File: config.mk
export PLATFORM = sky130hd
export DESIGN_NAME = tmr_regs
export DESIGN_NICKNAME = d
export VERILOG_FILES = /design/src/tmr_pkg.sv /design/src/tmr_regs.sv
export SDC_FILE = /design/constraint.sdc
export NUM_CORES = 1
export LEC_CHECK = 0
export ABC_CLOCK_PERIOD_IN_PS = 6700
export BUFFER_PORTS_ARGS = -buffer_cell sky130_fd_sc_hd__buf_2
export CORE_UTILIZATION = 56
export DETAILED_ROUTE_END_ITERATION = 6
export PLACE_DENSITY = 0.9
export SETUP_SLACK_MARGIN = 0.3
export SLEW_MARGIN = 40
export SYNTH_ARGS = -nofsm -noshare
export SYNTH_HDL_FRONTEND = slang
export SYNTH_SLANG_ARGS = --single-unit
File: constraint.sdc
create_clock -name clk -period 6.7 [get_ports clk]
set_clock_uncertainty 0.05 [all_clocks]
set_input_delay 0 -clock clk [delete_from_list [all_inputs] [get_ports clk]]
set_output_delay 0 -clock clk [all_outputs]
set_load 0.01 [all_outputs]
File: src/tmr_pkg.sv
// Constants, field layout and carrier types for the first-preset threshold map bank.
// Assumes a classic Wishbone slave with 32-bit data and byte addressing.
// Behaviour
// - Twelfth delta-time field is bits 3:0, codes map 100 us up to 8000 us.
// - All map fields are read/write; contents are meaningless until software writes them.
// - Register 65h bits 7:3 hold the whole first level.
// - Register 65h bits 2:0 hold second level bits 4:2.
// - Register 66h bits 7:6 hold second level bits 1:0.
// - Register 66h bits 5:1 hold the whole third level.
// - Register 66h bit 0 holds fourth level bit 4.
// - Register 67h bits 7:4 hold fourth level bits 3:0.
// - Register 67h bits 3:0 hold fifth level bits 4:1.
// - Register 68h bit 7 holds fifth level bit 0.
// - Register 68h bits 6:2 hold the whole sixth level.
// - Register 68h bits 1:0 hold seventh level bits 4:3.
// - Register 69h bits 7:5 hold seventh level bits 2:0.
// - Register 69h bits 4:0 hold the whole eighth level.
// - Register 6Ah holds the full eight-bit ninth level.
// - First time point is absolute; later time fields are deltas from the previous.
package tmr_pkg;

	// Register indices; byte address is four times the index
	localparam logic [7:0] TMR_IDX_TIMES_LAST = 8'h64;
	localparam logic [7:0] TMR_IDX_LEVELS_A   = 8'h65;
	localparam logic [7:0] TMR_IDX_LEVELS_B   = 8'h66;
	localparam logic [7:0] TMR_IDX_LEVELS_C   = 8'h67;
	localparam logic [7:0] TMR_IDX_LEVELS_D   = 8'h68;
	localparam logic [7:0] TMR_IDX_LEVELS_E   = 8'h69;
	localparam logic [7:0] TMR_IDX_LEVEL_NINE = 8'h6a;
	localparam logic [7:0] TMR_IDX_LEVEL_TEN  = 8'h6b;
	localparam int         TMR_NREG           = 8;

	// Storage slot of each register
	localparam logic [2:0] TMR_S_TIMES_LAST = 3'h0;
	localparam logic [2:0] TMR_S_LEVELS_A   = 3'h1;
	localparam logic [2:0] TMR_S_LEVELS_B   = 3'h2;
	localparam logic [2:0] TMR_S_LEVELS_C   = 3'h3;
	localparam logic [2:0] TMR_S_LEVELS_D   = 3'h4;
	localparam logic [2:0] TMR_S_LEVELS_E   = 3'h5;
	localparam logic [2:0] TMR_S_LEVEL_NINE = 3'h6;
	localparam logic [2:0] TMR_S_LEVEL_TEN  = 3'h7;

	// Field positions inside the storage bytes; split levels carry their high part first
	localparam int         TMR_L1_LSB    = 3;
	localparam int         TMR_L2_HI_LSB = 0;
	localparam int         TMR_L2_LO_LSB = 6;
	localparam int         TMR_L3_LSB    = 1;
	localparam int         TMR_L4_HI_BIT = 0;
	localparam int         TMR_L4_LO_LSB = 4;
	localparam int         TMR_L5_HI_LSB = 0;
	localparam int         TMR_L5_LO_BIT = 7;
	localparam int         TMR_L6_LSB    = 2;
	localparam int         TMR_L7_HI_LSB = 0;
	localparam int         TMR_L7_LO_LSB = 5;
	localparam int         TMR_L8_LSB    = 0;
	localparam int         TMR_T12_LSB   = 0;
	localparam int         TMR_T11_LSB   = 4;

	// Power-up value; any value is legal since contents are undefined until written
	localparam logic [7:0] TMR_REG_RST = 8'h00;

	// Delta-time lookup in microseconds, code 0 first
	localparam int         TMR_US_W = 13;
	localparam logic [TMR_US_W-1:0] TMR_US_TABLE [16] = '{
		13'h0064, 13'h00c8, 13'h012c, 13'h0190, 13'h0258, 13'h0320, 13'h03e8, 13'h04b0,
		13'h0578, 13'h07d0, 13'h0960, 13'h0c80, 13'h0fa0, 13'h1450, 13'h1900, 13'h1f40};

	typedef logic [4:0] tmr_lvl5_t;

	typedef struct packed {
		tmr_lvl5_t  first_preset_level_one;
		tmr_lvl5_t  first_preset_level_two;
		tmr_lvl5_t  first_preset_level_three;
		tmr_lvl5_t  first_preset_level_four;
		tmr_lvl5_t  first_preset_level_five;
		tmr_lvl5_t  first_preset_level_six;
		tmr_lvl5_t  first_preset_level_seven;
		tmr_lvl5_t  first_preset_level_eight;
		logic [7:0] first_preset_level_nine;
		logic [7:0] first_preset_level_ten;
	} tmr_levels_t;

	typedef struct packed {
		logic [3:0]          first_preset_twelfth_delta_time;
		logic [TMR_US_W-1:0] twelfth_delta_us;
		logic [3:0]          eleventh_delta_time;
	} tmr_times_t;

endpackage

File: src/tmr_regs.sv
// First-preset threshold map register bank with a classic Wishbone slave.
// Assumes a 32-bit Wishbone master on clk; one clock, no interrupts.
`timescale 1ns/1ps

module tmr_regs
	import tmr_pkg::*;
#(
	parameter int ADR_W = 10
)(
	// Clock and reset
	input  wire logic             clk,
	input  wire logic             sys_rst,
	// Wishbone slave
	input  wire logic             wb_cyc_i,
	input  wire logic             wb_stb_i,
	input  wire logic             wb_we_i,
	input  wire logic [ADR_W-1:0] wb_adr_i,
	input  wire logic [3:0]       wb_sel_i,
	input  wire logic [31:0]      wb_dat_i,
	output logic      [31:0]      wb_dat_o,
	output logic                  wb_ack_o,
	// Assembled map towards the comparator
	output tmr_levels_t           levels_q,
	output tmr_times_t            times_q
);

	logic [7:0] regs_q [TMR_NREG];
	logic       ack_q;
	logic [31:0] dat_q;
	logic       req;
	logic       hit;
	logic [2:0] slot;
	logic [7:0] idx;

	assign req = wb_cyc_i & wb_stb_i;
	assign idx = 8'(wb_adr_i[ADR_W-1:2]);

	// Address decode to a storage slot
	always_comb
	begin
		hit  = 1'b1;
		slot = TMR_S_TIMES_LAST;
		case (idx)
			TMR_IDX_TIMES_LAST: slot = TMR_S_TIMES_LAST;
			TMR_IDX_LEVELS_A:   slot = TMR_S_LEVELS_A;
			TMR_IDX_LEVELS_B:   slot = TMR_S_LEVELS_B;
			TMR_IDX_LEVELS_C:   slot = TMR_S_LEVELS_C;
			TMR_IDX_LEVELS_D:   slot = TMR_S_LEVELS_D;
			TMR_IDX_LEVELS_E:   slot = TMR_S_LEVELS_E;
			TMR_IDX_LEVEL_NINE: slot = TMR_S_LEVEL_NINE;
			TMR_IDX_LEVEL_TEN:  slot = TMR_S_LEVEL_TEN;
			default:            hit  = 1'b0;
		endcase
	end

	// One wait state, ack drops the cycle after it was given
	always_ff @(posedge clk or posedge sys_rst)
	begin
		if (sys_rst)
			ack_q <= 1'b0;
		else
			ack_q <= req & ~ack_q;
	end

	// Read data captured on the same edge that raises ack; unmapped reads return zero
	always_ff @(posedge clk or posedge sys_rst)
	begin
		if (sys_rst)
			dat_q <= 32'h0000_0000;
		else if (req & ~ack_q)
			dat_q <= hit ? {24'h00_0000, regs_q[slot]} : 32'h0000_0000;
	end

	// Storage; write lands on the edge the master sees ack, lane 0 only
	generate
		for (genvar i = 0; i < TMR_NREG; i++)
		begin : g_reg
			always_ff @(posedge clk or posedge sys_rst)
			begin
				if (sys_rst)
					regs_q[i] <= TMR_REG_RST;
				else if (req & ack_q & wb_we_i & wb_sel_i[0] & hit & (slot == 3'(i)))
					regs_q[i] <= wb_dat_i[7:0];
			end
		end
	endgenerate

	// Split fields are rebuilt each cycle from current storage, so no commit step
	always_ff @(posedge clk or posedge sys_rst)
	begin
		if (sys_rst)
			levels_q <= '0;
		else
		begin
			levels_q.first_preset_level_one   <= regs_q[TMR_S_LEVELS_A][TMR_L1_LSB +: 5];
			levels_q.first_preset_level_two   <= {regs_q[TMR_S_LEVELS_A][TMR_L2_HI_LSB +: 3],
				regs_q[TMR_S_LEVELS_B][TMR_L2_LO_LSB +: 2]};
			levels_q.first_preset_level_three <= regs_q[TMR_S_LEVELS_B][TMR_L3_LSB +: 5];
			levels_q.first_preset_level_four  <= {regs_q[TMR_S_LEVELS_B][TMR_L4_HI_BIT],
				regs_q[TMR_S_LEVELS_C][TMR_L4_LO_LSB +: 4]};
			levels_q.first_preset_level_five  <= {regs_q[TMR_S_LEVELS_C][TMR_L5_HI_LSB +: 4],
				regs_q[TMR_S_LEVELS_D][TMR_L5_LO_BIT]};
			levels_q.first_preset_level_six   <= regs_q[TMR_S_LEVELS_D][TMR_L6_LSB +: 5];
			levels_q.first_preset_level_seven <= {regs_q[TMR_S_LEVELS_D][TMR_L7_HI_LSB +: 2],
				regs_q[TMR_S_LEVELS_E][TMR_L7_LO_LSB +: 3]};
			levels_q.first_preset_level_eight <= regs_q[TMR_S_LEVELS_E][TMR_L8_LSB +: 5];
			levels_q.first_preset_level_nine  <= regs_q[TMR_S_LEVEL_NINE];
			levels_q.first_preset_level_ten   <= regs_q[TMR_S_LEVEL_TEN];
		end
	end

	// Times are deltas from the preceding point; summing is left to the consumer
	always_ff @(posedge clk or posedge sys_rst)
	begin
		if (sys_rst)
			times_q <= '0;
		else
		begin
			times_q.first_preset_twelfth_delta_time <=
				regs_q[TMR_S_TIMES_LAST][TMR_T12_LSB +: 4];
			times_q.twelfth_delta_us <=
				TMR_US_TABLE[regs_q[TMR_S_TIMES_LAST][TMR_T12_LSB +: 4]];
			times_q.eleventh_delta_time <= regs_q[TMR_S_TIMES_LAST][TMR_T11_LSB +: 4];
		end
	end

	assign wb_ack_o = ack_q;
	assign wb_dat_o = dat_q;

endmodule

==> results of run 1 <==
-- layout make-up --
type                            count  area (µm²)
Timing Repair Buffer              117         641
Tap cell                          133         166
Clock buffer                       17         414
Fill cell                         623        2830
Multi-Input combinational cell    221        1840
Clock inverter                     15         229
Inverter                            7        33.8
Sequential cell                   148        3700
-- state kept, by name, summed over array words and instances (netlist names) --
signal	flops
regs_q	64
times_q	19
levels_q	56
wb_dat_o	8
wb_ack_o	1
-- per-layer routing --
metal  GRT usage, %  part of all wire (%)  vias to the layer above
met2           43.5                    51                      180
met1           32.7                    40                     1832
met4           9.43                   1.5                        0
met3           6.25                   7.4                       18
met5              0                     0                        -
li1               -                     -                     1578
-- worst max-delay path: cells and delay by family --
| kind | cells | cell delay, ns |
|---|---|---|
| muxes | 1 | 0.39 |
| buffers and inverters | 2 | 0.83 |
| and+or+nand+nor | 3 | 1.22 |
-- how the worst min path moves through the flow --
stage | startpoint | endpoint | slack [ns] | cells after the start
global route | wb_adr_i[4] | wb_dat_o[4] | 0.08 | 5
floorplan | wb_dat_i[2] | regs_q[50] | 0.08 | 1
CTS | wb_adr_i[4] | wb_dat_o[5] | 0.04 | 5
detailed placement | sys_rst | levels_q[10] | 0.15 | 2
finish | sys_rst | levels_q[10] | 0.06 | 3
global placement | sys_rst | levels_q[11] | 0.13 | 2
-- cells by family (layout without fill, tap and decap cells) --
family | count (synthesis) | after routing | share of synthesized area, %
DFF | 148 | 148 | 64.5
muxes | 84 | 84 | 17.2
and+or+nand+nor | 64 | 64 | 6.56
buffers and inverters | 48 | 156 | 5.16
AOI/OAI and AO/OA | 40 | 40 | 5.23
adders and majority gates | 4 | 4 | 0.871
xor gates and xnor gates | 3 | 3 | 0.457
other | 1 | 26 | 0.0653
-- power by group through the flow --
stage	Sequential (mW)	Clock, mW	Combinational, mW
global route	0.898	1.07	0.0760
detailed placement	0.915	0	0.0629
finish	0.899	1.02	0.0682
global placement	0.915	0	0.0604
CTS	0.898	1.02	0.0684
floorplan	0.915	0	0.0488
-- metrics by stage --
| stage | util [%] | cells | setup slack [ns] | power (mW) | area (µm²) |
|---|---|---|---|---|---|
| after floorplan | - | 417 | 2.67 | 0.964 | 5840 |
| after global placement | 63.7 | 616 | 4.49 | 0.975 | 6280 |
| after detailed placement | 63.7 | 616 | 4.42 | 0.978 | 6280 |
| after CTS | 71.2 | 658 | 4.46 | 1.99 | 7020 |
| after global routing | 71.3 | 658 | 4.49 | 2.04 | 7030 |
| final | 71.3 | 658 | 4.61 | 1.99 | 7030 |
-- cells in the mapped netlist (4+ instances only) --
master    number  area share (%)
dfrtp_1      148              64
mux2_2        55              11
buf_4         26             3.4
mux2i_1       17             3.0
nand2_1       14            0.91
nor2_1        13            0.85
clkbuf_1       8            0.52
mux2_4         8             2.1
inv_1          7            0.46
nand2b_1       7            0.76
a21o_1         5            0.65
o21ai_0        5            0.44
a32oi_1        4            0.61
ha_1           4            0.87
-- what timing repair did --
action | in CTS | in global routing
endpoints found under the hold margin | 152 | 0
hold buffers | 10 | 0
resized for setup | 0 | 0
==> impl_metrics.csv, run 1 <==
group,metric,value,unit
outcome,outcome,"finished, final reports clean",
critical_path,arrival,2.44,ns
clocking,cts.sinks,148,
timing,fmax,0.479,GHz
clocking,cts_setup_buffers,0,
timing,relSlewSlack,52.1,%
pwr,p_comb_share,3.4,%
pwr,p_clk_share,51.3,%
timing,tns,0,ns
timing,finalMaxSlewViolations,0,
placed_design,io_buffers,105,
layout,area_growth,22.4,%
routing,drcViolationCount,0,
layout,drive_gt1_share,41.3,%
clocking,root_buffer,"clkbuf_8",
critical_path,cp-start-kind,"input pin",
critical_path,rr_worst_depth,4,
critical_path,regToRegSetupSlack,4.64,ns
pwr,leakage,3.76,nW
logic_synthesis,netlist_area,5750,µm²
placed_design,gp_congestion,0.839,
clocking,path_clk_slew,0.06,ns
clocking,cts_buffers,17,
timing,grt_setup_unrepaired,"no",
floorplan,ios,161,
pwr,p_sw,0.427,mW
grt,grt_pass1_wl,19600,µm
logic_synthesis,syn_inst,392,
timing,finalCritPeriodShare,31.2,%
timing,period_needed,2.09,ns
min_path,worstHoldPathType,"input pin to async pin",
critical_path,rr_endpoint,"wb_dat_o[4]",
floorplan,die_w,103,µm
grt,overflow,0,
logic_synthesis,synthFlopType,"dfrtp_1",
layout,final_common_cell,"dfrtp_1",
routing,routed-via-count,3608,
logic_synthesis,synth-edff-count,0,
routing,viasPerCell,5.48,
timing,finalHoldViolCount,0,
timing,worstMarginPinSlew,0.719,ns
layout,finalNetCount,567,
routing,postRouteAntennaNets,0,
logic_synthesis,synth_area_per_cell,14.7,µm²
critical_path,max_stage_delay,0.54,ns
logic_synthesis,synth-seq-cells,148,
clocking,cts_tree,"built",
critical_path,cp_max_fo,23,
grt,grt_max_degree,89,
routing,wl,12500,µm
floorplan,core-area,9860,µm²
pwr,cellPowerDensity,283,nW/µm²
critical_path,cp-end-kind,"register",
pwr,peakVddDrop,0.145,mV
layout,diodes,0,
critical_path,cp_slowest_cell,"dlygate4sd3_1",
timing,holdWs,0.0556,ns
clocking,insertion_delay,0.52,ns
floorplan,rows,36,
pwr,switching_share,21.5,%
critical_path,crit_start,"wb_adr_i[3]",
clocking,htree_levels,4,
critical_path,crit_type,"input pin to register",
logic_synthesis,yosysSeqAreaShare,64.5,%
floorplan,initial_utilization,58.2,%
routing,wl_per_cell,19.1,µm
pwr,p_int,1.56,mW
routing,drtIter0Drc,164,
floorplan,die_area,10700,µm²
logic_synthesis,ys_warn_count,0,
critical_path,crit_chain,"dlygate4sd3_1 -> buf_2 -> or2_2 -> and3_1 -> nor2_2 -> mux2_2",
critical_path,crit_end,"regs_q[27]",
critical_path,cp.required,7.05,ns
grt,antenna_found_initial,0,
critical_path,timing.rr.start,"wb_ack_o",
layout,layout_common_cells,"dfrtp_1, buf_2, mux2_2",
placed_design,hpwl,7900,µm
timing,setup_viol,0,
grt,grt_pass1_vias,3660,
logic_synthesis,ys_async_sr_fraction,100,%
clocking,cts_buffer_depth,2,
logic_synthesis,synth_cell_types,54,
grt,grtUsageTotal,25.8,%
pwr,sequentialPowerShare,45.2,%
floorplan,fp.dieH,103,µm
flow_run,maxCapViolCount,0,
routing,drt_pass1_iterations,5,
Note: power is estimated with default switching activity, not from simulation.
==> run 2: changes to the inputs <==
--- a/config.mk
+++ b/config.mk
@@ -5,11 +5,11 @@
 export SDC_FILE = /design/constraint.sdc
 export NUM_CORES = 1
 export LEC_CHECK = 0
-export ABC_CLOCK_PERIOD_IN_PS = 6700
+export ABC_CLOCK_PERIOD_IN_PS = 1800
 export BUFFER_PORTS_ARGS = -buffer_cell sky130_fd_sc_hd__buf_2
-export CORE_UTILIZATION = 56
+export CORE_UTILIZATION = 47
 export DETAILED_ROUTE_END_ITERATION = 6
-export PLACE_DENSITY = 0.9
+export PLACE_DENSITY = 0.81
 export SETUP_SLACK_MARGIN = 0.3
 export SLEW_MARGIN = 40
 export SYNTH_ARGS = -nofsm -noshare
==> constraint.sdc (replaced) <==
create_clock -name clk -period 1.8 [get_ports clk]
set_clock_uncertainty 0.05 [all_clocks]
set_input_delay 0 -clock clk [delete_from_list [all_inputs] [get_ports clk]]
set_output_delay 0 -clock clk [all_outputs]
set_load 0.01 [all_outputs]
==> run 2 against run 1 <==
Net effect: the flow now finishes with violations (negative setup slack); sequential power grew to 3.7 times the previous value; register-to-register slack lost 4.7 ns; global-route usage is 2.2 points lower; non-clock buffer count increased by 39; via count increased by 5.4%; final cell count is 8.1% higher; critical endpoint is now regs_q[29]; critical path type is now register to register; power grew to 3.8 times the previous value; sequential share of layout area fell by 5.3 points; clock-buffer cell count grew 1; flip-flop and latch count did not move.
==> impl_metrics.csv, run 2 (same netlist as run 1, synthesis figures left out) <==
group,metric,value,unit
outcome,outcome,"finished with violations",
outcome,violations,"negative setup slack",
clocking,insertion_delay,0.42,ns
layout,finalNetCount,606,
critical_path,crit_chain,"nand3_4 -> or4_4 -> buf_6 -> nor2_4 -> buf_12 -> mux2_4",
critical_path,cp-end-kind,"register",
timing,tns,-2.11,ns
floorplan,ios,161,
layout,largest_register_ffs,64,
critical_path,regToRegSetupSlack,-0.08,ns
timing,worstMarginPinSlew,0.758,ns
timing,setup_viol,40,
layout,diodes,0,
floorplan,die_w,113,µm
critical_path,cp.required,2.06,ns
layout,largestRegisters,"regs_q x64, levels_q x56, times_q x19",
routing,viasPerCell,5.35,
clocking,cts_buffer_depth,2,
layout,final_util,65.4,%
placed_design,io_buffers,105,
timing,fin_ws,-0.0813,ns
critical_path,cp_slowest_cell,"or4_4",
floorplan,fp.dieH,113,µm
grt,grt_pass1_wl,22300,µm
layout,final_common_cell,"dfrtp_1",
clocking,cts_buffers,17,
timing,grt_setup_unrepaired,"yes",
floorplan,rows,40,
timing,finalCritPeriodShare,105,%
critical_path,cp_max_fo,7,
min_path,worstHoldPathType,"input pin to register",
placed_design,pre_cts_ws,-0.146,ns
floorplan,die_area,12700,µm²
pwr,peakVddDrop,0.510,mV
routing,drcViolationCount,0,
clocking,cts.sinks,148,
timing,relSlewSlack,49.4,%
grt,overflow,0,
layout,drive_gt1_share,47.2,%
floorplan,initial_utilization,48.0,%
grt,antenna_found_initial,0,
placed_design,gp_congestion,0.866,
floorplan,core-area,12000,µm²
layout,largest-register,"regs_q",
pwr,cellPowerDensity,967,nW/µm²
critical_path,max_stage_delay,0.47,ns
timing,fmax,0.532,GHz
timing,finalHoldViolCount,0,
critical_path,arrival,2.14,ns
grt,grt_pass1_vias,3988,
timing,holdWs,0.0572,ns
routing,drtIter0Drc,268,
routing,postRouteAntennaNets,0,
timing,period_needed,1.88,ns
grt,grt_max_degree,149,
clocking,htree_levels,4,
clocking,cts_tree,"built",
critical_path,crit_type,"register to register",
routing,wl_per_cell,19.8,µm
layout,layout_common_cells,"dfrtp_1, buf_2, mux2_4",
grt,grtUsageTotal,23.6,%
timing,finalMaxSlewViolations,0,
layout,area_growth,36.2,%
pwr,leakage,4.08,nW
routing,drt_pass1_iterations,5,
flow_run,maxCapViolCount,0,
clocking,path_clk_slew,0.06,ns
critical_path,cp-start-kind,"register",
layout,nFillCells,793,
routing,routed-via-count,3803,
placed_design,hpwl,8760,µm
routing,wl,14100,µm
clocking,root_buffer,"clkbuf_16",
==> run 2: changes by cell type in the layout (fill, tap and decap cells not counted), moves of 2 or more <==
cell | before | now
o311ai_0 | 2 | 0
buf_12 | 0 | 6
buf_4 | 2 | 18
nor2_2 | 3 | 0
mux2_4 | 8 | 64
dlygate4sd3_1 | 10 | 12
buf_6 | 0 | 14
a2111oi_0 | 2 | 0
o221ai_2 | 0 | 2
nor2_4 | 3 | 6
clkinvlp_4 | 4 | 2
mux2_2 | 55 | 0
o221ai_1 | 2 | 0
==> run 2: cell type report <==
cell class	count	area, µm²	area share (%)
clock inverter	14	224	2.86
inverter	7	30.0	0.384
timing repair buffer	156	1070	13.7
multi-input combinational	221	2180	27.9
tap	147	184	2.35
clock buffer	18	429	5.48
sequential	148	3700	47.3
==> run 2: power by group <==
| group | total (mW) | switching, mW | internal [mW] |
|---|---|---|---|
| clock | 3.90 | 1.42 | 2.48 |
| combinational | 0.321 | 0.216 | 0.104 |
| sequential | 3.35 | 0.00811 | 3.34 |
==> run 2: through the flow <==
| step | std cells | instance area (µm²) | power (mW) |
|---|---|---|---|
| 6_report | 711 | 7830 | 7.57 |
| 3_3_place_gp | 660 | 6810 | 3.67 |
| 3_5_place_dp | 660 | 6810 | 3.68 |
| 2_1_floorplan | 417 | 6070 | 3.60 |
| 5_1_grt | 711 | 7830 | 7.79 |
| 4_1_cts | 711 | 7760 | 7.58 |
==> run 2: layer usage <==
layer	up-vias	part of all wire, %	track usage (%)	wire, µm
met5	-	0	0	0
met4	0	2.4	9.42	331
met3	25	7.2	7.02	1010
met2	186	49	36.1	6870
met1	1941	42	31.8	5870
li1	1651	-	-	-
==> run 2: critical path, delay by kind of cell (launching register included) <==
family | cells | cell delay, ns
flops | 1 | 0.41
buf+inv | 2 | 0.29
simple gates | 3 | 0.71
mux | 1 | 0.31
==> run 2: worst paths after layout <==
kind | startpoint | end | depth (start not counted)
max | wb_ack_o | regs_q[29] | 6
min | wb_adr_i[3] | wb_dat_o[1] | 4
max reg2reg | wb_ack_o | regs_q[29] | 6
min reg2reg | regs_q[48] | levels_q[48] | 0
max in group asynchronous | sys_rst | regs_q[36] | 4
min in group asynchronous | sys_rst | levels_q[34] | 4
==> run 2: what timing repair did <==
action	4_1_cts	5_1_grt
buffers inserted	7	0
hold buffers	12	0
pin swaps	10	6
endpoints found under the setup margin	75	74
resized for setup	27	17
endpoints found under the hold margin	214	0
